===== src/scfc_cfg.svh =====
// offsets, field positions, reset values and divider counts of the format config bank
`ifndef SCFC_CFG_SVH
`define SCFC_CFG_SVH

// ----------------------------------------------------------------------------
// register byte addresses
// ----------------------------------------------------------------------------
`define SCFC_ADDR_W          5
`define SCFC_OFF_IVEC        5'h00
`define SCFC_OFF_RXPAR       5'h04
`define SCFC_OFF_LFMT        5'h08
`define SCFC_OFF_STATUS      5'h0C

// ----------------------------------------------------------------------------
// field positions
// ----------------------------------------------------------------------------
`define SCFC_RX_LEN_HI       7
`define SCFC_RX_LEN_LO       6
`define SCFC_RX_EN_BIT       0
`define SCFC_CLK_MUL_HI      7
`define SCFC_CLK_MUL_LO      6
`define SCFC_SYNC_HI         5
`define SCFC_SYNC_LO         4
`define SCFC_STOP_HI         3
`define SCFC_STOP_LO         2
`define SCFC_PAR_EVEN_BIT    1
`define SCFC_PAR_EN_BIT      0

// ----------------------------------------------------------------------------
// reset values
// ----------------------------------------------------------------------------
`define SCFC_RST_IVEC        8'h00
`define SCFC_RST_RXPAR       8'h00
`define SCFC_RST_LFMT        8'h04

// ----------------------------------------------------------------------------
// bit-rate divider terminal counts (divide minus one)
// ----------------------------------------------------------------------------
`define SCFC_DIV1_TC         6'h00
`define SCFC_DIV16_TC        6'h0F
`define SCFC_DIV32_TC        6'h1F
`define SCFC_DIV64_TC        6'h3F

// ----------------------------------------------------------------------------
// bus responses
// ----------------------------------------------------------------------------
`define SCFC_RESP_OKAY       2'h0
`define SCFC_RESP_SLVERR     2'h2

`endif


===== src/scfc_pkg.sv =====
// types of the serial channel format config bank
package scfc_pkg;

  // --------------------------------------------------------------------------
  // field encodings, in register code order
  // --------------------------------------------------------------------------
  typedef enum logic [1:0] {CLK_X1, CLK_X16, CLK_X32, CLK_X64} scfc_clk_mul_t;
  typedef enum logic [1:0] {SYNC_8BIT, SYNC_16BIT, SYNC_FLAG, SYNC_EXT} scfc_sync_t;
  typedef enum logic [1:0] {STOP_SYNC, STOP_ONE, STOP_ONE_HALF, STOP_TWO} scfc_stop_t;

  // --------------------------------------------------------------------------
  // bus write channel states
  // --------------------------------------------------------------------------
  typedef enum logic [1:0] {WR_COLLECT, WR_RESP} scfc_wr_state_t;

  // --------------------------------------------------------------------------
  // decoded format handed to the datapaths
  // --------------------------------------------------------------------------
  typedef struct packed {
    logic [3:0]    char_bits;
    scfc_clk_mul_t clk_mul;
    logic          sync_en;
    scfc_sync_t    sync_mode;
    scfc_stop_t    stop;
    logic          parity_en;
    logic          parity_even;
    logic          rx_en;
  } scfc_fmt_t;

endpackage : scfc_pkg


===== src/scfc_rate_div.sv =====
// bit-rate tick divider selected by the clock multiplier field
`timescale 1ns/1ns
`include "scfc_cfg.svh"

module scfc_rate_div
  import scfc_pkg::*;
(
  // clock and reset
  input  wire logic          sys_clk_i,
  input  wire logic          rstn_i,
  input  wire logic          ce_i,
  // divider select
  input  wire scfc_clk_mul_t clk_mul_i,
  // bit-rate tick
  output logic               tick_o
);

  logic [5:0] cnt_ff;
  logic [5:0] tc;

  always_comb begin
    case (clk_mul_i)
      CLK_X1:  tc = `SCFC_DIV1_TC;
      CLK_X16: tc = `SCFC_DIV16_TC;
      CLK_X32: tc = `SCFC_DIV32_TC;
      default: tc = `SCFC_DIV64_TC;
    endcase
  end

  // counter restarts when the select shrinks below it
  always_ff @(posedge sys_clk_i or negedge rstn_i) begin
    if (!rstn_i) begin
      cnt_ff <= 6'h00;
      tick_o <= 1'b0;
    end else if (ce_i) begin
      if (cnt_ff >= tc) begin
        cnt_ff <= 6'h00;
        tick_o <= 1'b1;
      end else begin
        cnt_ff <= cnt_ff + 6'h01;
        tick_o <= 1'b0;
      end
    end
  end

endmodule : scfc_rate_div


===== src/scfc_top.sv =====
// serial channel format config bank with axi4-lite slave and character check
// Operation
// - receive length field picks 5/7/6/8 bits
// - multiplier field divides clock by 1/16/32/64
// - sync field picks 8/16-bit, flag or external
// - stop field: 00 sync, else 1/1.5/2 stops
//
// Our own choices: the AXI4-Lite slave port and the address map.
`timescale 1ns/1ns
`include "scfc_cfg.svh"

module scfc_top
  import scfc_pkg::*;
(
  // clock, reset, enable
  input  wire logic                    sys_clk_i,
  input  wire logic                    rstn_i,
  input  wire logic                    ce_i,
  // axi4-lite write
  input  wire logic [`SCFC_ADDR_W-1:0] awaddr_i,
  input  wire logic                    awvalid_i,
  output logic                         awready_o,
  input  wire logic [31:0]             wdata_i,
  input  wire logic [3:0]              wstrb_i,
  input  wire logic                    wvalid_i,
  output logic                         wready_o,
  output logic [1:0]                   bresp_o,
  output logic                         bvalid_o,
  input  wire logic                    bready_i,
  // axi4-lite read
  input  wire logic [`SCFC_ADDR_W-1:0] araddr_i,
  input  wire logic                    arvalid_i,
  output logic                         arready_o,
  output logic [31:0]                  rdata_o,
  output logic [1:0]                   rresp_o,
  output logic                         rvalid_o,
  input  wire logic                    rready_i,
  // receive character check
  input  wire logic [7:0]              rx_data_i,
  input  wire logic                    rx_par_bit_i,
  input  wire logic                    rx_valid_i,
  output logic [7:0]                   rx_data_o,
  output logic                         rx_valid_o,
  output logic                         rx_par_err_o,
  // transmit parity generation
  input  wire logic [7:0]              tx_data_i,
  output logic                         tx_par_bit_o,
  // decoded format and vector
  output scfc_fmt_t                    fmt_o,
  output logic [7:0]                   int_vector_o,
  output logic                         bit_tick_o
);

  // --------------------------------------------------------------------------
  // registers
  // --------------------------------------------------------------------------
  logic [7:0]                  ivec_ff;
  logic [7:0]                  rxpar_ff;
  logic [7:0]                  lfmt_ff;
  logic [`SCFC_ADDR_W-1:0]     awaddr_ff;
  logic [7:0]                  wbyte_ff;
  logic                        wlane_ff;
  scfc_wr_state_t              wr_state_ff;
  scfc_fmt_t                   nxt_fmt;
  logic [7:0]                  len_mask;
  logic [7:0]                  rx_masked;
  logic [7:0]                  tx_masked;
  logic                        wr_commit;
  logic                        wr_hit;
  logic [31:0]                 nxt_rdata;
  logic                        rd_hit;

  assign int_vector_o = ivec_ff;

  // --------------------------------------------------------------------------
  // field decode
  // --------------------------------------------------------------------------
  always_comb begin
    nxt_fmt = '0;
    case (rxpar_ff[`SCFC_RX_LEN_HI:`SCFC_RX_LEN_LO])
      2'h0:    nxt_fmt.char_bits = 4'h5;
      2'h1:    nxt_fmt.char_bits = 4'h7;
      2'h2:    nxt_fmt.char_bits = 4'h6;
      default: nxt_fmt.char_bits = 4'h8;
    endcase
    nxt_fmt.clk_mul     = scfc_clk_mul_t'(lfmt_ff[`SCFC_CLK_MUL_HI:`SCFC_CLK_MUL_LO]);
    nxt_fmt.sync_mode   = scfc_sync_t'(lfmt_ff[`SCFC_SYNC_HI:`SCFC_SYNC_LO]);
    nxt_fmt.stop        = scfc_stop_t'(lfmt_ff[`SCFC_STOP_HI:`SCFC_STOP_LO]);
    nxt_fmt.sync_en     = (nxt_fmt.stop == STOP_SYNC);
    nxt_fmt.parity_en   = lfmt_ff[`SCFC_PAR_EN_BIT];
    nxt_fmt.parity_even = lfmt_ff[`SCFC_PAR_EVEN_BIT];
    nxt_fmt.rx_en       = rxpar_ff[`SCFC_RX_EN_BIT];
  end

  always_ff @(posedge sys_clk_i or negedge rstn_i) begin
    if (!rstn_i) begin
      fmt_o <= '0;
    end else if (ce_i) begin
      fmt_o <= nxt_fmt;
    end
  end

  // --------------------------------------------------------------------------
  // bit-rate divider
  // --------------------------------------------------------------------------
  // clock division
  scfc_rate_div u_rate_div (
    .sys_clk_i (sys_clk_i),
    .rstn_i    (rstn_i),
    .ce_i      (ce_i),
    .clk_mul_i (fmt_o.clk_mul),
    .tick_o    (bit_tick_o)
  );

  // --------------------------------------------------------------------------
  // character length and parity
  // --------------------------------------------------------------------------
  // character length mask
  always_comb begin
    case (fmt_o.char_bits)
      4'h5:    len_mask = 8'h1F;
      4'h6:    len_mask = 8'h3F;
      4'h7:    len_mask = 8'h7F;
      default: len_mask = 8'hFF;
    endcase
  end

  assign rx_masked = rx_data_i & len_mask;
  assign tx_masked = tx_data_i & len_mask;

  always_ff @(posedge sys_clk_i or negedge rstn_i) begin
    if (!rstn_i) begin
      rx_data_o    <= 8'h00;
      rx_valid_o   <= 1'b0;
      rx_par_err_o <= 1'b0;
    end else if (ce_i) begin
      rx_valid_o   <= rx_valid_i & fmt_o.rx_en;
      rx_par_err_o <= rx_valid_i & fmt_o.rx_en & fmt_o.parity_en &
                      ((^rx_masked ^ rx_par_bit_i) != ~fmt_o.parity_even);
      if (rx_valid_i && fmt_o.rx_en) begin
        rx_data_o <= rx_masked;
      end
    end
  end

  always_ff @(posedge sys_clk_i or negedge rstn_i) begin
    if (!rstn_i) begin
      tx_par_bit_o <= 1'b0;
    end else if (ce_i) begin
      tx_par_bit_o <= fmt_o.parity_en & (fmt_o.parity_even ? ^tx_masked : ~^tx_masked);
    end
  end

  // --------------------------------------------------------------------------
  // axi4-lite write channel
  // --------------------------------------------------------------------------
  assign wr_commit = (wr_state_ff == WR_COLLECT) && !awready_o && !wready_o;
  assign wr_hit    = (awaddr_ff == `SCFC_OFF_IVEC) || (awaddr_ff == `SCFC_OFF_RXPAR) ||
                     (awaddr_ff == `SCFC_OFF_LFMT);

  always_ff @(posedge sys_clk_i or negedge rstn_i) begin
    if (!rstn_i) begin
      awready_o   <= 1'b1;
      wready_o    <= 1'b1;
      bvalid_o    <= 1'b0;
      bresp_o     <= `SCFC_RESP_OKAY;
      awaddr_ff   <= '0;
      wbyte_ff    <= 8'h00;
      wlane_ff    <= 1'b0;
      wr_state_ff <= WR_COLLECT;
    end else if (ce_i) begin
      case (wr_state_ff)
        WR_COLLECT: begin
          if (awvalid_i && awready_o) begin
            awaddr_ff <= {awaddr_i[`SCFC_ADDR_W-1:2], 2'h0};
            awready_o <= 1'b0;
          end
          if (wvalid_i && wready_o) begin
            wbyte_ff <= wdata_i[7:0];
            wlane_ff <= wstrb_i[0];
            wready_o <= 1'b0;
          end
          if (wr_commit) begin
            bvalid_o    <= 1'b1;
            bresp_o     <= wr_hit ? `SCFC_RESP_OKAY : `SCFC_RESP_SLVERR;
            wr_state_ff <= WR_RESP;
          end
        end
        WR_RESP: begin
          if (bready_i) begin
            bvalid_o    <= 1'b0;
            awready_o   <= 1'b1;
            wready_o    <= 1'b1;
            wr_state_ff <= WR_COLLECT;
          end
        end
        default: wr_state_ff <= WR_COLLECT;
      endcase
    end
  end

  always_ff @(posedge sys_clk_i or negedge rstn_i) begin
    if (!rstn_i) begin
      ivec_ff  <= `SCFC_RST_IVEC;
      rxpar_ff <= `SCFC_RST_RXPAR;
      lfmt_ff  <= `SCFC_RST_LFMT;
    end else if (ce_i && wr_commit && wlane_ff) begin
      case (awaddr_ff)
        `SCFC_OFF_IVEC:  ivec_ff  <= wbyte_ff;
        `SCFC_OFF_RXPAR: rxpar_ff <= wbyte_ff;
        `SCFC_OFF_LFMT:  lfmt_ff  <= wbyte_ff;
        default:         ;
      endcase
    end
  end

  // --------------------------------------------------------------------------
  // axi4-lite read channel
  // --------------------------------------------------------------------------
  always_comb begin
    nxt_rdata = 32'h0000_0000;
    rd_hit    = 1'b1;
    case ({araddr_i[`SCFC_ADDR_W-1:2], 2'h0})
      `SCFC_OFF_IVEC:   nxt_rdata[7:0] = ivec_ff;
      `SCFC_OFF_RXPAR:  nxt_rdata[7:0] = rxpar_ff;
      `SCFC_OFF_LFMT:   nxt_rdata[7:0] = lfmt_ff;
      `SCFC_OFF_STATUS: nxt_rdata[14:0] = {rx_par_err_o, fmt_o};
      default:          rd_hit = 1'b0;
    endcase
  end

  always_ff @(posedge sys_clk_i or negedge rstn_i) begin
    if (!rstn_i) begin
      arready_o <= 1'b1;
      rvalid_o  <= 1'b0;
      rdata_o   <= 32'h0000_0000;
      rresp_o   <= `SCFC_RESP_OKAY;
    end else if (ce_i) begin
      if (arvalid_i && arready_o) begin
        arready_o <= 1'b0;
        rvalid_o  <= 1'b1;
        rdata_o   <= nxt_rdata;
        rresp_o   <= rd_hit ? `SCFC_RESP_OKAY : `SCFC_RESP_SLVERR;
      end else if (rvalid_o && rready_i) begin
        rvalid_o  <= 1'b0;
        arready_o <= 1'b1;
      end
    end
  end

endmodule : scfc_top


===== config.mk =====
export PLATFORM = sky130hd
export DESIGN_NAME = scfc_top
export DESIGN_NICKNAME = d
export VERILOG_FILES = /design/src/scfc_pkg.sv /design/src/scfc_rate_div.sv /design/src/scfc_top.sv
export VERILOG_INCLUDE_DIRS = /design/src
export SDC_FILE = /design/constraint.sdc
export NUM_CORES = 1
export LEC_CHECK = 0
export BUFFER_PORTS_ARGS = -buffer_cell sky130_fd_sc_hd__clkbuf_2
export CAP_MARGIN = 20
export CORE_ASPECT_RATIO = 1.2
export CORE_MARGIN = 2
export CORE_UTILIZATION = 45
export DETAILED_ROUTE_END_ITERATION = 10
export PLACE_DENSITY_LB_ADDON = 0.08
export SKIP_CTS_REPAIR_TIMING = 1
export SLEW_MARGIN = 5
export SYNTH_ARGS = -nofsm -noshare
export SYNTH_HDL_FRONTEND = slang
export SYNTH_HIERARCHICAL = 1
export SYNTH_SLANG_ARGS = --single-unit

===== constraint.sdc =====
create_clock -name sys_clk_i -period 1.7 [get_ports sys_clk_i]
set_input_delay 0.085 -clock sys_clk_i [delete_from_list [all_inputs] [get_ports sys_clk_i]]
set_output_delay 0.085 -clock sys_clk_i [all_outputs]
set_load 0.01 [all_outputs]

Word-level counts from Yosys, hierarchy flattened
Index checks and enable logic that the tools add are counted.
Cells by class
  add/sub/neg operators: 1
  $mul: 0
  divide/modulo/power cells: 0
  $lt $le $gt $ge: 1
  eq/ne operators: 18
  shift-type cells: 0
  multiplexer cells: 26
  bitwise gates (word level): 8
  reductions and logical operators: 38
Operator list (count)
  8-bit one-hot mux with 4 select lines: 1
  8-bit one-hot mux with 3 select lines: 1
  6-bit one-hot mux with 3 select lines: 1
  8-bit bitwise AND: 2
  8-bit XOR reduction: 2
  4-bit by 3-bit equality test with 1-bit output (second input constant): 3
  1-bit 2-to-1 mux: 12
  4-bit one-hot mux with 3 select lines: 1
  2-bit AND reduction: 6
  3-bit AND reduction: 4
  4-bit AND reduction: 3
  3-bit by 2-bit equality test with 1-bit output (second input constant): 3
  1-bit logical AND: 9
  2-bit zero test: 4
  2-bit 2-to-1 mux: 4
  8-bit XNOR reduction: 1
  7-bit 2-to-1 mux: 1
  6-bit by 1-bit adder with 6-bit output (second input constant): 1
  2-bit by 1-bit equality test with 1-bit output (second input constant): 3
  3-bit by 1-bit equality test with 1-bit output (second input constant): 2
  6-bit >= comparator: 1
  6-bit 2-to-1 mux: 1
  1-bit one-hot mux with 2 select lines: 3
  5-bit zero test: 1
  other kinds (13): 22
Word-level totals
  bits in registers: 94
  bits in latches: 0
  bits in writable memories: 0
  memory bits (read-only): 0
  bits of input ports: 72
  output and inout port bits: 75
  memories kept: 0

Longest topological paths before layout
Gate-level depths: netlist of the first run.
  word-level depth: 7
  gate-level depth with buffers: 6
  gate-level depth less buffers: 6

Cells and area by module
Netlist of the first run, hierarchy kept.
By module, submodules not included
  scfc_top: times used 1, cells an instance 276, area each 3787.4 um2, seq. area each 2082.0 um2
  scfc_rate_div: times used 1, cells an instance 46, area each 445.4 um2, seq. area each 175.2 um2

Worst setup path after synthesis of the first run
No wires, ideal clock.
  path type: reg-to-reg
  start point: register bvalid_o (netlist name)
  end point: register lfmt_ff[0]
  arrival: 1754 ps
  required time: 1575 ps
  path slack: -179 ps
  stages on the path, launching flop included: 6
  path buffers: 1
  period minus slack after synthesis: 1879 ps
  cells stage by stage: dfrtp_1 nor4b_4 nand3b_2 or3b_1 buf_6 mux2_4
RTL lines
  end signal, assigned: line scfc_top.sv:206  | lfmt_ff <= `SCFC_RST_LFMT;
  end signal, assigned: line scfc_top.sv:211  | `SCFC_OFF_LFMT: lfmt_ff <= wbyte_ff;
  end, declared: line scfc_top.sv:59  | logic [7:0] lfmt_ff;

Worst setup path in the final report of the first run
  start point: register wready_o
  end point: register lfmt_ff[7]
Between the ends
  word-level cells in the longest chain between the ends: 5
Ends and longest elaborated chain
  start, declared: line scfc_top.sv:26  | output logic wready_o,
  start signal, assigned: line scfc_top.sv:164  | wready_o <= 1'b1;
  start signal, assigned: line scfc_top.sv:181  | wready_o <= 1'b0;
  start signal, assigned: line scfc_top.sv:193  | wready_o <= 1'b1;
  1-bit zero test: line scfc_top.sv:157  | assign wr_commit = (wr_state_ff == WR_COLLECT) && !awready_o && !wready_o;
  1-bit logical AND: line scfc_top.sv:157
  1-bit logical AND (2 in series): line scfc_top.sv:207  | end else if (ce_i && wr_commit && wlane_ff) begin
  2-bit AND reduction (no source line)
Every way passes these cells.
A chain may end at the register's enable or synchronous reset.

==> key figures, run 1 <==
Routing
  • Vias per inst: a little under 5
  • Vias: 2,923
  • First-pass iteration count of the detailed router: 4
  • Wire per inst: 15.4 um
  • Iter 0 DRT Violations: 91
  • Antenna Nets Post-Route: 0
  • Final WL: 9110 um
  • DRC: 0

Floorplan
  • Die area: ~0.010 mm^2
  • Die Y: 110 um
  • Rows: 38
  • CORE AREA: a little over 0.009 mm^2
  • Initial Util: a little under half
  • Die W: ~93 um
  • Ports: 147

Clock tree
  • Clk slew on worst S/H paths: approximately 80 ps
  • Sinks on Clock Net: 90
  • CTS H-Tree Depth: 3
  • CTS tree: built
  • CTS Buffer Depth: 2
  • Root buffer cell: clkbuf_8
  • Num CTS Buffers: 9
  • Worst-Skew Late Latency: 360 ps

Critical path
  • Critical path required time: 1950 ps
  • Worst Path Arrival: 2010 ps
  • Crit Path Category: flip-flop to flip-flop
  • Worst-path cell chain: nor4b_4, nand3b_2, or3b_1, buf_6, mux2_4
  • Crit-path max cell delay: just under 400 ps
  • Critical-path maximum fanout: 8
  • Kind of end point of the critical path: flip-flop
  • Critical path launch point type: flip-flop
  • Crit-path slowest cell: dfstp_2

STA
  • Hold slack: -9.76 ps
  • Setup violations, final: 16
  • Fmax: approximately 0.57 GHz
  • Final max-slew violation count: 0
  • Final Hold Violating Endpoints: 2
  • Min Tclk post-route: between 1500 and 2000 ps
  • Clk_skew: 7.08 ps
  • Final worst setup slack: -62.4 ps
  • Setup TNS: -551 ps
  • RSZ-0062 raised after global routing: yes
  • Period utilisation layout: 104%

Power
  • Max VDD drop: 0.682 mV
  • Pleak: 2.74 nW
  • Pwr Total: 6.85 mW
  • Power Density: between 1000 and 1500 mW/mm^2

Final layout
  • Layout area overhead: 28.3%
  • Layout cells sized above 1: 48.6%
  • Filler cells: 770
  • Layout Nets: 547
  • Final core utilization: between 50% and 60%
  • Antenna diodes: 0
  • Final Non-Filler Cells: 593
  • Post-route design area: 0.00543 mm^2

Synth
  • Synthesized flop and latch total: 90
  • Top FF cell, synth: dfrtp_1
  • Cells after Synth: 322
  • Synth warn: 6
  • Synth cell types: between 40 and 50
  • Sequential-to-total area share from yosys stat: 53.3%
  • Post-synth ARST share: 100%
  • Syn avg cell area: 13.1 um^2
  • EDFF count, synth: 0
  • Cell Area, Synth: ~0.0042 mm^2

Run
  • Max_cap viols: 0

Place
  • Placer Congestion: around 0.75
  • Placed Instances: approximately 560
  • Post-Place Cell Area: 0.00498 mm^2
  • # port buffers: 96
  • Placement Setup Slack: -94.3 ps
  • Dpl hpwl: around 6600 um

Global routing
  • Largest net degree at the start of global routing: 44
  • Initial antenna violation count: 0
  • Vias in the first global route: approximately 2,900
  • Grt total ovfl: 0
  • First-pass GRT wire length: 14,500 um
  • Gr usage total: 18.5%

Hold path
  • Hold/Removal Path Class: input pin to flip-flop

Run status
  • Status: finished with violations
  • Failing checks: hold timing, setup timing
[synth_stat cells, types with 2 or more instances]
cell / count / area share [%]
nand2_1: 18 / 1.6
buf_1: 2 / 0.18
xor2_1: 2 / 0.41
clkbuf_1: 7 / 0.62
nand3_1: 5 / 0.59
mux2_4: 8 / 2.8
ha_1: 7 / 2.1
nor2_1: 13 / 1.2
nor2b_1: 4 / 0.59
dfrtp_1: 86 / 51
mux4_2: 8 / 4.3
nand3b_1: 2 / 0.35
a31oi_1: 2 / 0.30
xnor2_1: 14 / 2.9
a22o_1: 16 / 3.3
dfstp_2: 4 / 2.5
a21oi_1: 12 / 1.4
xnor3_1: 2 / 1.1
o21ai_0: 9 / 1.1
buf_4: 19 / 3.4
nand4_1: 3 / 0.44
mux2_2: 46 / 12
mux2i_1: 2 / 0.47
inv_1: 9 / 0.80
[power breakdown]
part | internal (mW) | switching (mW)
combinational | 1.30 | 1.03
sequential | 2.69 | 0.439
clock | 0.646 | 0.743
total | 4.63 | 2.21
[kinds of logic (layout without fill, tap and decap cells)]
logic type               Yosys count  count (layout)  synth area share (%)
flip-flops                        90              90                  53.3
multiplexers                      64              64                  19.8
AND/OR/NAND/NOR                   54              54                  6.74
AO/OA/AOI/OAI                     49              49                  8.25
buffers and inverters             39             172                  5.35
XOR/XNOR                          18              18                  4.37
adder cells (fa/ha/maj)            7               7                  2.07
other                              1              19                0.0886
[cells in the final DEF, fill, tap and decap left out, drive strengths merged, types with 3 or more instances in the layout]
cell / count
a21oi: 12
nor2b: 4
dfstp: 4
nand2: 18
nand3b: 3
a22o: 16
dlygate4sd3: 16
mux2: 54
buf: 36
nand3: 5
mux4: 8
inv: 9
o21ai: 10
nor2: 13
nand4: 3
conb: 19
dfrtp: 86
ha: 7
clkbuf: 107
xnor2: 14
[registers in the layout, summed over array words and instances (netlist names), 3 cells and up]
signal             flops
rx_data_o              8
rdata_o               15
int_vector_o           8
lfmt_ff                8
u_rate_div/cnt_ff      6
wbyte_ff               8
rxpar_ff               8
awaddr_ff              3
fmt_o                 14
[critical path: cells and delay by family, from the launching register on]
kind,cells,cell delay (ps)
flip-flops,1,390
AND/OR/NAND/NOR,3,800
multiplexers,1,300
buffers and inverters,1,170
[per-layer routing]
metal / routed length (um) / vias up / global-route usage [%]
met5: 0 / - / 0
met4: 132 / 0 / 8.10
met3: 441 / 9 / 3.33
met2: 4450 / 77 / 29.8
met1: 4080 / 1429 / 24.9
li1: - / 1408 / -
[area by class of cell]
class	count	area (um^2)	area share, %
Clock buffer	12	165	3.04
Tap cell	120	150	2.76
Inverter	9	33.8	0.622
Timing Repair Buffer	147	926	17.1
Sequential cell	90	2260	41.6
Clock inverter	4	25.0	0.461
Multi-Input combinational cell	211	1870	34.4
[worst paths after layout]
check	from	to	slack [ps]	cells past startpoint
max	wready_o$_DFFE_PN1P_	lfmt_ff[7]$_DFFE_PN0P_	-60	5
min	rx_data_i[0]	rx_data_o[0]$_DFFE_PN0P_	-10	2
max reg2reg	wready_o$_DFFE_PN1P_	lfmt_ff[7]$_DFFE_PN0P_	-60	5
min reg2reg	u_rate_div/tick_o$_DFFE_PN0P_	u_rate_div/tick_o$_DFFE_PN0P_	480	1
max in group asynchronous	rstn_i	lfmt_ff[2]$_DFFE_PN1P_	840	3
min in group asynchronous	rstn_i	u_rate_div/cnt_ff[2]$_DFFE_PN0P_	190	2
(Power assumes the default switching activity.)
==> inputs of run 2 (changes only) <==
- BUFFER_PORTS_ARGS: -buffer_cell sky130_fd_sc_hd__clkbuf_2 -> -buffer_cell sky130_fd_sc_hd__buf_2
- CAP_MARGIN: 20 -> not set
==> run 2 against run 1 <==
The flow still finishes with violations (hold timing, setup timing); largest power group unchanged; sequential cell count unchanged; largest cell class unchanged; register-to-register slack about the same; core utilization down 0.18 points; setup slack better by 8.4 ps; highest routed layer unchanged; sequential share of layout area up 0.10 points; sequential power about the same; critical endpoint is now lfmt_ff[4]$_DFFE_PN0P_.
==> key figures, run 2 (synthesized netlist as in run 1, its figures left out) <==
Power
  • Comb pwr share: 33.5% (was 34.1%)
  • Pwr Total: 6.90 mW (was 6.85 mW)
  • Internal power: 4.72 mW (was 4.63 mW)
  • Switching share of total power: 31.5% (was 32.3%)
  • Pleak: 2.77 nW (was 2.74 nW)
  • Clk network pwr share: 21.0% (was 20.3%)
  • Reg power frac: 45.5% (was 45.6%)
  • Power Density: 1270 mW/mm^2 (was 1260 mW/mm^2)
  • Max VDD drop: 0.733 mV (was 0.682 mV)
  • Psw: 2.18 mW (was 2.21 mW)

STA
  • RSZ-0062 raised after global routing: yes (unchanged)
  • Final Hold Violating Endpoints: 1 (was 2)
  • Hold slack: -3.12 ps (was -9.76 ps)
  • Final max-slew violation count: 0 (unchanged)
  • Min Tclk post-route: 1750 ps (was 1760 ps)
  • Period utilisation layout: 103% (was 104%)
  • Final worst setup slack: -54.0 ps (was -62.4 ps)
  • Fmax: 0.570 GHz (was 0.567 GHz)
  • Setup violations, final: 8 (was 16)
  • Clk_skew: 6.37 ps (was 7.08 ps)
  • Setup TNS: -333 ps (was -551 ps)

Critical path
  • Critical path required time: 1940 ps (was 1950 ps)
  • RR Endpoint: lfmt_ff[4]$_DFFE_PN0P_ (was lfmt_ff[7]$_DFFE_PN0P_)
  • Crit Path Category: flip-flop to flip-flop (unchanged)
  • Kind of end point of the critical path: flip-flop (unchanged)
  • CP Launch Point: wready_o$_DFFE_PN1P_ (unchanged)
  • Critical path launch point type: flip-flop (unchanged)
  • Cells on worst reg2reg path: 5 (unchanged)
  • FF-to-FF Start: wready_o$_DFFE_PN1P_ (unchanged)
  • Critical-path maximum fanout: 8 (unchanged)
  • R2R Setup Slk: -50 ps (was -60 ps)
  • Worst Path Arrival: 1990 ps (was 2010 ps)

Run
  • Max_cap viols: 0 (unchanged)

Routing
  • Antenna Nets Post-Route: 0 (unchanged)
  • Iter 0 DRT Violations: 128 (was 91)
  • DRC: 0 (unchanged)
  • Wire per inst: 15.4 um (about the same)
  • First-pass iteration count of the detailed router: 4 (unchanged)
  • Vias per inst: 5.05 (was 4.93)
  • Final WL: 9060 um (was 9110 um)
  • Vias: 2,982 (was 2,923)

Global routing
  • Gr usage total: 18.1% (was 18.5%)
  • Largest net degree at the start of global routing: 48 (was 44)
  • Grt total ovfl: 0 (unchanged)
  • Vias in the first global route: 2,805 (was 2,885)
  • First-pass GRT wire length: 14,000 um (was 14,500 um)
  • Initial antenna violation count: 0 (unchanged)

Floorplan
  • Rows: 38 (unchanged)
  • Ports: 147 (unchanged)
  • Initial Util: 46.6% (unchanged)
  • CORE AREA: 0.00908 mm^2 (unchanged)
  • Die area: 0.0102 mm^2 (unchanged)
  • Die W: 92.5 um (unchanged)
  • Die Y: 110 um (unchanged)

Place
  • # port buffers: 96 (unchanged)
  • Placement Setup Slack: -97.1 ps (was -94.3 ps)
  • Dpl hpwl: 6600 um (was 6650 um)
  • Post-Place Cell Area: 0.00496 mm^2 (was 0.00498 mm^2)
  • Placer Congestion: 0.784 (was 0.752)
  • Placed Instances: 554 (was 556)

Clock tree
  • CTS H-Tree Depth: 3 (unchanged)
  • CTS tree: built (unchanged)
  • Clk slew on worst S/H paths: 80 ps (about the same)
  • CTS Buffer Depth: 2 (unchanged)
  • Worst-Skew Late Latency: 350 ps (was 360 ps)
  • Sinks on Clock Net: 90 (unchanged)
  • Root buffer cell: clkbuf_8 (unchanged)
  • Num CTS Buffers: 9 (unchanged)

Final layout
  • Top reg by flops: rdata_o (unchanged)
  • Commonest non-fill, non-tap cells in the layout: 95 x buf_2, 84 x dfrtp_1, 46 x mux2_2 (was 95 x clkbuf_2, 83 x dfrtp_1, 46 x mux2_2)
  • Commonest non-fill, non-tap cell in the layout: buf_2 (was clkbuf_2)
  • Layout area overhead: 27.9% (was 28.3%)
  • Layout Nets: 546 (was 547)
  • Final Non-Filler Cells: 590 (was 593)
  • Antenna diodes: 0 (unchanged)
  • Layout cells sized above 1: 47.4% (was 48.6%)
  • Max FFs per register: 15 (unchanged)
  • Top flop regs: rdata_o (15), fmt_o (14) (unchanged)
  • Post-route design area: 0.00541 mm^2 (was 0.00543 mm^2)

Hold path
  • Hold Path Sink: rx_data_o[3]$_DFFE_PN0P_ (was rx_data_o[0]$_DFFE_PN0P_)
  • Hold path depth: 2 (unchanged)
  • Hold Startpoint: rx_data_i[3] (was rx_data_i[0])
  • Hold/Removal Path Class: input pin to flip-flop (unchanged)

Run status
  • Status: finished with violations (unchanged)
  • Failing checks: hold timing, setup timing (unchanged)
## run 2: worst max-delay path, cell delays in order, from the launching register on
cell and delay, ps:
dfstp_2 390, nor4b_4 310, nand3b_2 110, or3b_1 370, buf_6 170, mux2_4 300
## run 2: final cells by class
| class | count | area (um^2) |
|---|---|---|
| Fill cell | 762 | 3670 |
| Clock buffer | 11 | 151 |
| Clock inverter | 3 | 40.0 |
| Timing Repair Buffer | 146 | 923 |
| Sequential cell | 90 | 2260 |
| Multi-Input combinational cell | 211 | 1860 |
| Inverter | 9 | 33.8 |
| Tap cell | 120 | 150 |
## run 2: how the worst max path moves through the flow
stage	to	slack, ps	depth (start not counted)
floorplan	lfmt_ff[0]$_DFFE_PN0P_	-90	5
global placement	lfmt_ff[7]$_DFFE_PN0P_	-50	5
detailed placement	lfmt_ff[4]$_DFFE_PN0P_	-100	5
CTS	lfmt_ff[4]$_DFFE_PN0P_	-100	5
global route	lfmt_ff[0]$_DFFE_PN0P_	-140	5
finish	lfmt_ff[4]$_DFFE_PN0P_	-50	5
## run 2: layer usage
layer	vias to the layer above	global-route usage (%)	wire, um
met5	-	0	0
met4	0	6.72	127
met3	9	4.96	510
met2	89	28.5	4340
met1	1478	24.4	4080
li1	1406	-	-
## run 2: power groups by stage
| stage | combinational [mW] | sequential [mW] | clock (mW) |
|---|---|---|---|
| after global routing | 2.55 | 3.22 | 1.58 |
| after global placement | 2.12 | 3.14 | 0 |
| after floorplan | 1.25 | 3.23 | 0 |
| final | 2.31 | 3.14 | 1.45 |
| after CTS | 2.16 | 3.14 | 1.49 |
| after detailed placement | 2.16 | 3.18 | 0 |
## run 2: metrics by stage
stage | hold WS [ps] | utilization (%)
2_1_floorplan | -211 | -
3_3_place_gp | -15.2 | 54.7
3_5_place_dp | -16.1 | 54.7
4_1_cts | -417 | 56.8
5_1_grt | 0.0998 | 59.6
6_report | -3.12 | 59.6
==> inputs of run 3 (changes only) <==
- SKIP_CTS_REPAIR_TIMING: 1 -> not set
- SLEW_MARGIN: 5 -> not set
==> run 3 against run 2 <==
The flow finishes with violations (setup timing); highest routed layer unchanged; final cell count up 0.85%; global-route usage up 0.35 points; via count about the same; sequential power about the same.
==> key figures, run 3 (synthesized netlist as in run 1, its figures left out) <==
Power
  • Power Density: 1270 mW/mm^2 (about the same)
  • Psw: 2.20 mW (was 2.18 mW)
  • Clk network pwr share: 20.7% (was 21.0%)
  • Max VDD drop: 0.729 mV (was 0.733 mV)
  • Comb pwr share: 34.3% (was 33.5%)
  • Reg power frac: 45.0% (was 45.5%)
  • Switching share of total power: 31.4% (was 31.5%)
  • Pleak: 2.81 nW (was 2.77 nW)
  • Internal power: 4.80 mW (was 4.72 mW)

Run status
  • Failing checks: setup timing (was hold timing, setup timing)
  • Status: finished with violations (unchanged)

Hold path
  • Hold Startpoint: araddr_i[4] (was rx_data_i[3])
  • Hold Path Sink: rresp_o[1]$_DFFE_PN0P_ (was rx_data_o[3]$_DFFE_PN0P_)
  • Hold path depth: 2 (unchanged)
  • Hold/Removal Path Class: input pin to flip-flop (unchanged)

Routing
  • Vias per inst: 5.01 (was 5.05)
  • DRC: 0 (unchanged)
  • Vias: 2,981 (was 2,982)
  • Antenna Nets Post-Route: 0 (unchanged)
  • Wire per inst: 15.4 um (about the same)
  • Iter 0 DRT Violations: 109 (was 128)
  • First-pass iteration count of the detailed router: 4 (unchanged)
  • Final WL: 9190 um (was 9060 um)

Critical path
  • Worst-path cell chain: nor4b_4, nand3b_2, or3b_1, buf_6, mux2_4 (unchanged)
  • Crit-path slowest cell: dfstp_2 (unchanged)
  • Critical-path maximum fanout: 8 (unchanged)
  • Cells on worst reg2reg path: 5 (unchanged)
  • Crit Path Category: flip-flop to flip-flop (unchanged)
  • FF-to-FF Start: awready_o$_DFFE_PN1P_ (was wready_o$_DFFE_PN1P_)
  • Kind of end point of the critical path: flip-flop (unchanged)
  • Critical path launch point type: flip-flop (unchanged)
  • Crit path max-delay family: simple AND/OR/NAND/NOR gates (unchanged)
  • Crit-path max cell delay: 390 ps (about the same)
  • Critical path required time: 1940 ps (about the same)
  • R2R Setup Slk: -60 ps (was -50 ps)
  • Worst Path Arrival: 2000 ps (was 1990 ps)
  • RR Endpoint: lfmt_ff[4]$_DFFE_PN0P_ (unchanged)
  • CP bufs+invs: 1 (unchanged)

Clock tree
  • Clk slew on worst S/H paths: 80 ps (about the same)
  • Num CTS Buffers: 9 (unchanged)
  • CTS Buffer Depth: 2 (unchanged)
  • Worst-Skew Late Latency: 350 ps (about the same)
  • CTS tree: built (unchanged)
  • Root buffer cell: clkbuf_8 (unchanged)
  • CTS H-Tree Depth: 3 (unchanged)
  • Sinks on Clock Net: 90 (unchanged)

STA
  • Setup violations, final: 8 (unchanged)
  • RSZ-0062 raised after global routing: yes (unchanged)
  • Hold slack: 26.6 ps (was -3.12 ps)
  • Final worst setup slack: -60.2 ps (was -54.0 ps)
  • Clk_skew: 5.47 ps (was 6.37 ps)
  • Final max-slew violation count: 0 (unchanged)
  • Final Hold Violating Endpoints: 0 (was 1)
  • Fmax: 0.568 GHz (was 0.570 GHz)
  • Min Tclk post-route: 1760 ps (was 1750 ps)
  • Period utilisation layout: 104% (was 103%)
  • Setup TNS: -400 ps (was -333 ps)

Final layout
  • Top reg by flops: rdata_o (unchanged)
  • Layout area overhead: 30.0% (was 27.9%)
  • Layout Nets: 551 (was 546)
  • Max FFs per register: 15 (unchanged)
  • Top flop regs: rdata_o (15), fmt_o (14) (unchanged)
  • Commonest non-fill, non-tap cells in the layout: 95 x buf_2, 84 x dfrtp_1, 38 x mux2_2 (was 95 x buf_2, 84 x dfrtp_1, 46 x mux2_2)
  • Final core utilization: 60.6% (was 59.6%)
  • Antenna diodes: 0 (unchanged)
  • Layout cells sized above 1: 47.2% (was 47.4%)
  • Filler cells: 754 (was 762)
  • Commonest non-fill, non-tap cell in the layout: buf_2 (unchanged)
  • Post-route design area: 0.00550 mm^2 (was 0.00541 mm^2)

Global routing
  • Gr usage total: 18.5% (was 18.1%)
  • Initial antenna violation count: 0 (unchanged)
  • Grt total ovfl: 0 (unchanged)
  • First-pass GRT wire length: 14,300 um (was 14,000 um)
  • Vias in the first global route: 2,884 (was 2,805)
  • Largest net degree at the start of global routing: 48 (unchanged)

Floorplan
  • Die area: 0.0102 mm^2 (unchanged)
  • Die W: 92.5 um (unchanged)
  • Rows: 38 (unchanged)
  • CORE AREA: 0.00908 mm^2 (unchanged)
  • Ports: 147 (unchanged)
  • Initial Util: 46.6% (unchanged)
  • Die Y: 110 um (unchanged)

Place
  • Placer Congestion: 0.784 (unchanged)
  • Post-Place Cell Area: 0.00496 mm^2 (unchanged)
  • Dpl hpwl: 6600 um (unchanged)
  • # port buffers: 96 (unchanged)

Run
  • Max_cap viols: 0 (unchanged)
run 3: cell types whose count changed in the layout (fill, tap and decap cells not counted):
cell	change
mux2_2	-8
and2_4	+1
and2_2	-1
o21ai_1	-1
nand2_1	+1
dlygate4sd3_1	+4
o21ai_0	+1
ha_4	+1
buf_4	+1
ha_1	-1
nand2_2	-1
mux2_4	+8
run 3: final cells by class:
class / count / area [um^2] / area share [%]
Multi-Input combinational cell: 211 / 1900 / 34.5
Timing Repair Buffer: 151 / 971 / 17.6
Tap cell: 120 / 150 / 2.73
Sequential cell: 90 / 2260 / 41.1
Clock inverter: 3 / 40.0 / 0.728
Clock buffer: 11 / 151 / 2.75
Inverter: 9 / 33.8 / 0.614
run 3: power groups by stage:
stage                     logic (mW)  registers (mW)  clock network, mW
after global placement          2.12            3.14                  0
after detailed placement        2.16            3.18                  0
after floorplan                 1.25            3.23                  0
final                           2.40            3.15               1.45
after global routing            2.64            3.23               1.58
after CTS                       2.28            3.15               1.49
run 3: worst register-to-register path: cells and delay by family (launching register included):
kind | cells | cell delay, ps
simple gates | 3 | 800
flops | 1 | 390
mux | 1 | 300
buf+inv | 1 | 170
run 3: worst max path at each step:
stage,startpoint,endpoint,slack [ps],cells past startpoint
finish,awready_o$_DFFE_PN1P_,lfmt_ff[4]$_DFFE_PN0P_,-60,5
global route,awready_o$_DFFE_PN1P_,lfmt_ff[0]$_DFFE_PN0P_,-140,5
CTS,awready_o$_DFFE_PN1P_,lfmt_ff[4]$_DFFE_PN0P_,-80,5
detailed placement,wready_o$_DFFE_PN1P_,lfmt_ff[4]$_DFFE_PN0P_,-100,5
global placement,wready_o$_DFFE_PN1P_,lfmt_ff[7]$_DFFE_PN0P_,-50,5
floorplan,bvalid_o$_DFFE_PN0P_,lfmt_ff[0]$_DFFE_PN0P_,-90,5
run 3: metal layers:
layer / GRT usage (%) / wire length (um) / share of wire [%] / vias to the layer above
met5: 0 / 0 / 0 / -
met4: 6.82 / 128 / 1.4 / 0
met3: 4.89 / 444 / 4.8 / 9
met2: 29.6 / 4390 / 48 / 81
met1: 24.4 / 4220 / 46 / 1475
li1: - / - / - / 1416
run 3: timing repair:
item                                    CTS  global route
endpoints found under the setup margin   21            31
setup buffers                             1             4
gates resized for setup                  11             8
endpoints found under the hold margin   107             0
hold buffers                             22             0
pin swaps                                 1             2
run 3: through the flow:
| step | power [mW] | instances | setup WS [ps] |
|---|---|---|---|
| global route | 7.45 | 595 | -138 |
| detailed placement | 5.34 | 554 | -97.1 |
| floorplan | 4.48 | 340 | -92.3 |
| CTS | 6.92 | 591 | -82.0 |
| global placement | 5.26 | 554 | -53.6 |
| finish | 7.00 | 595 | -60.2 |
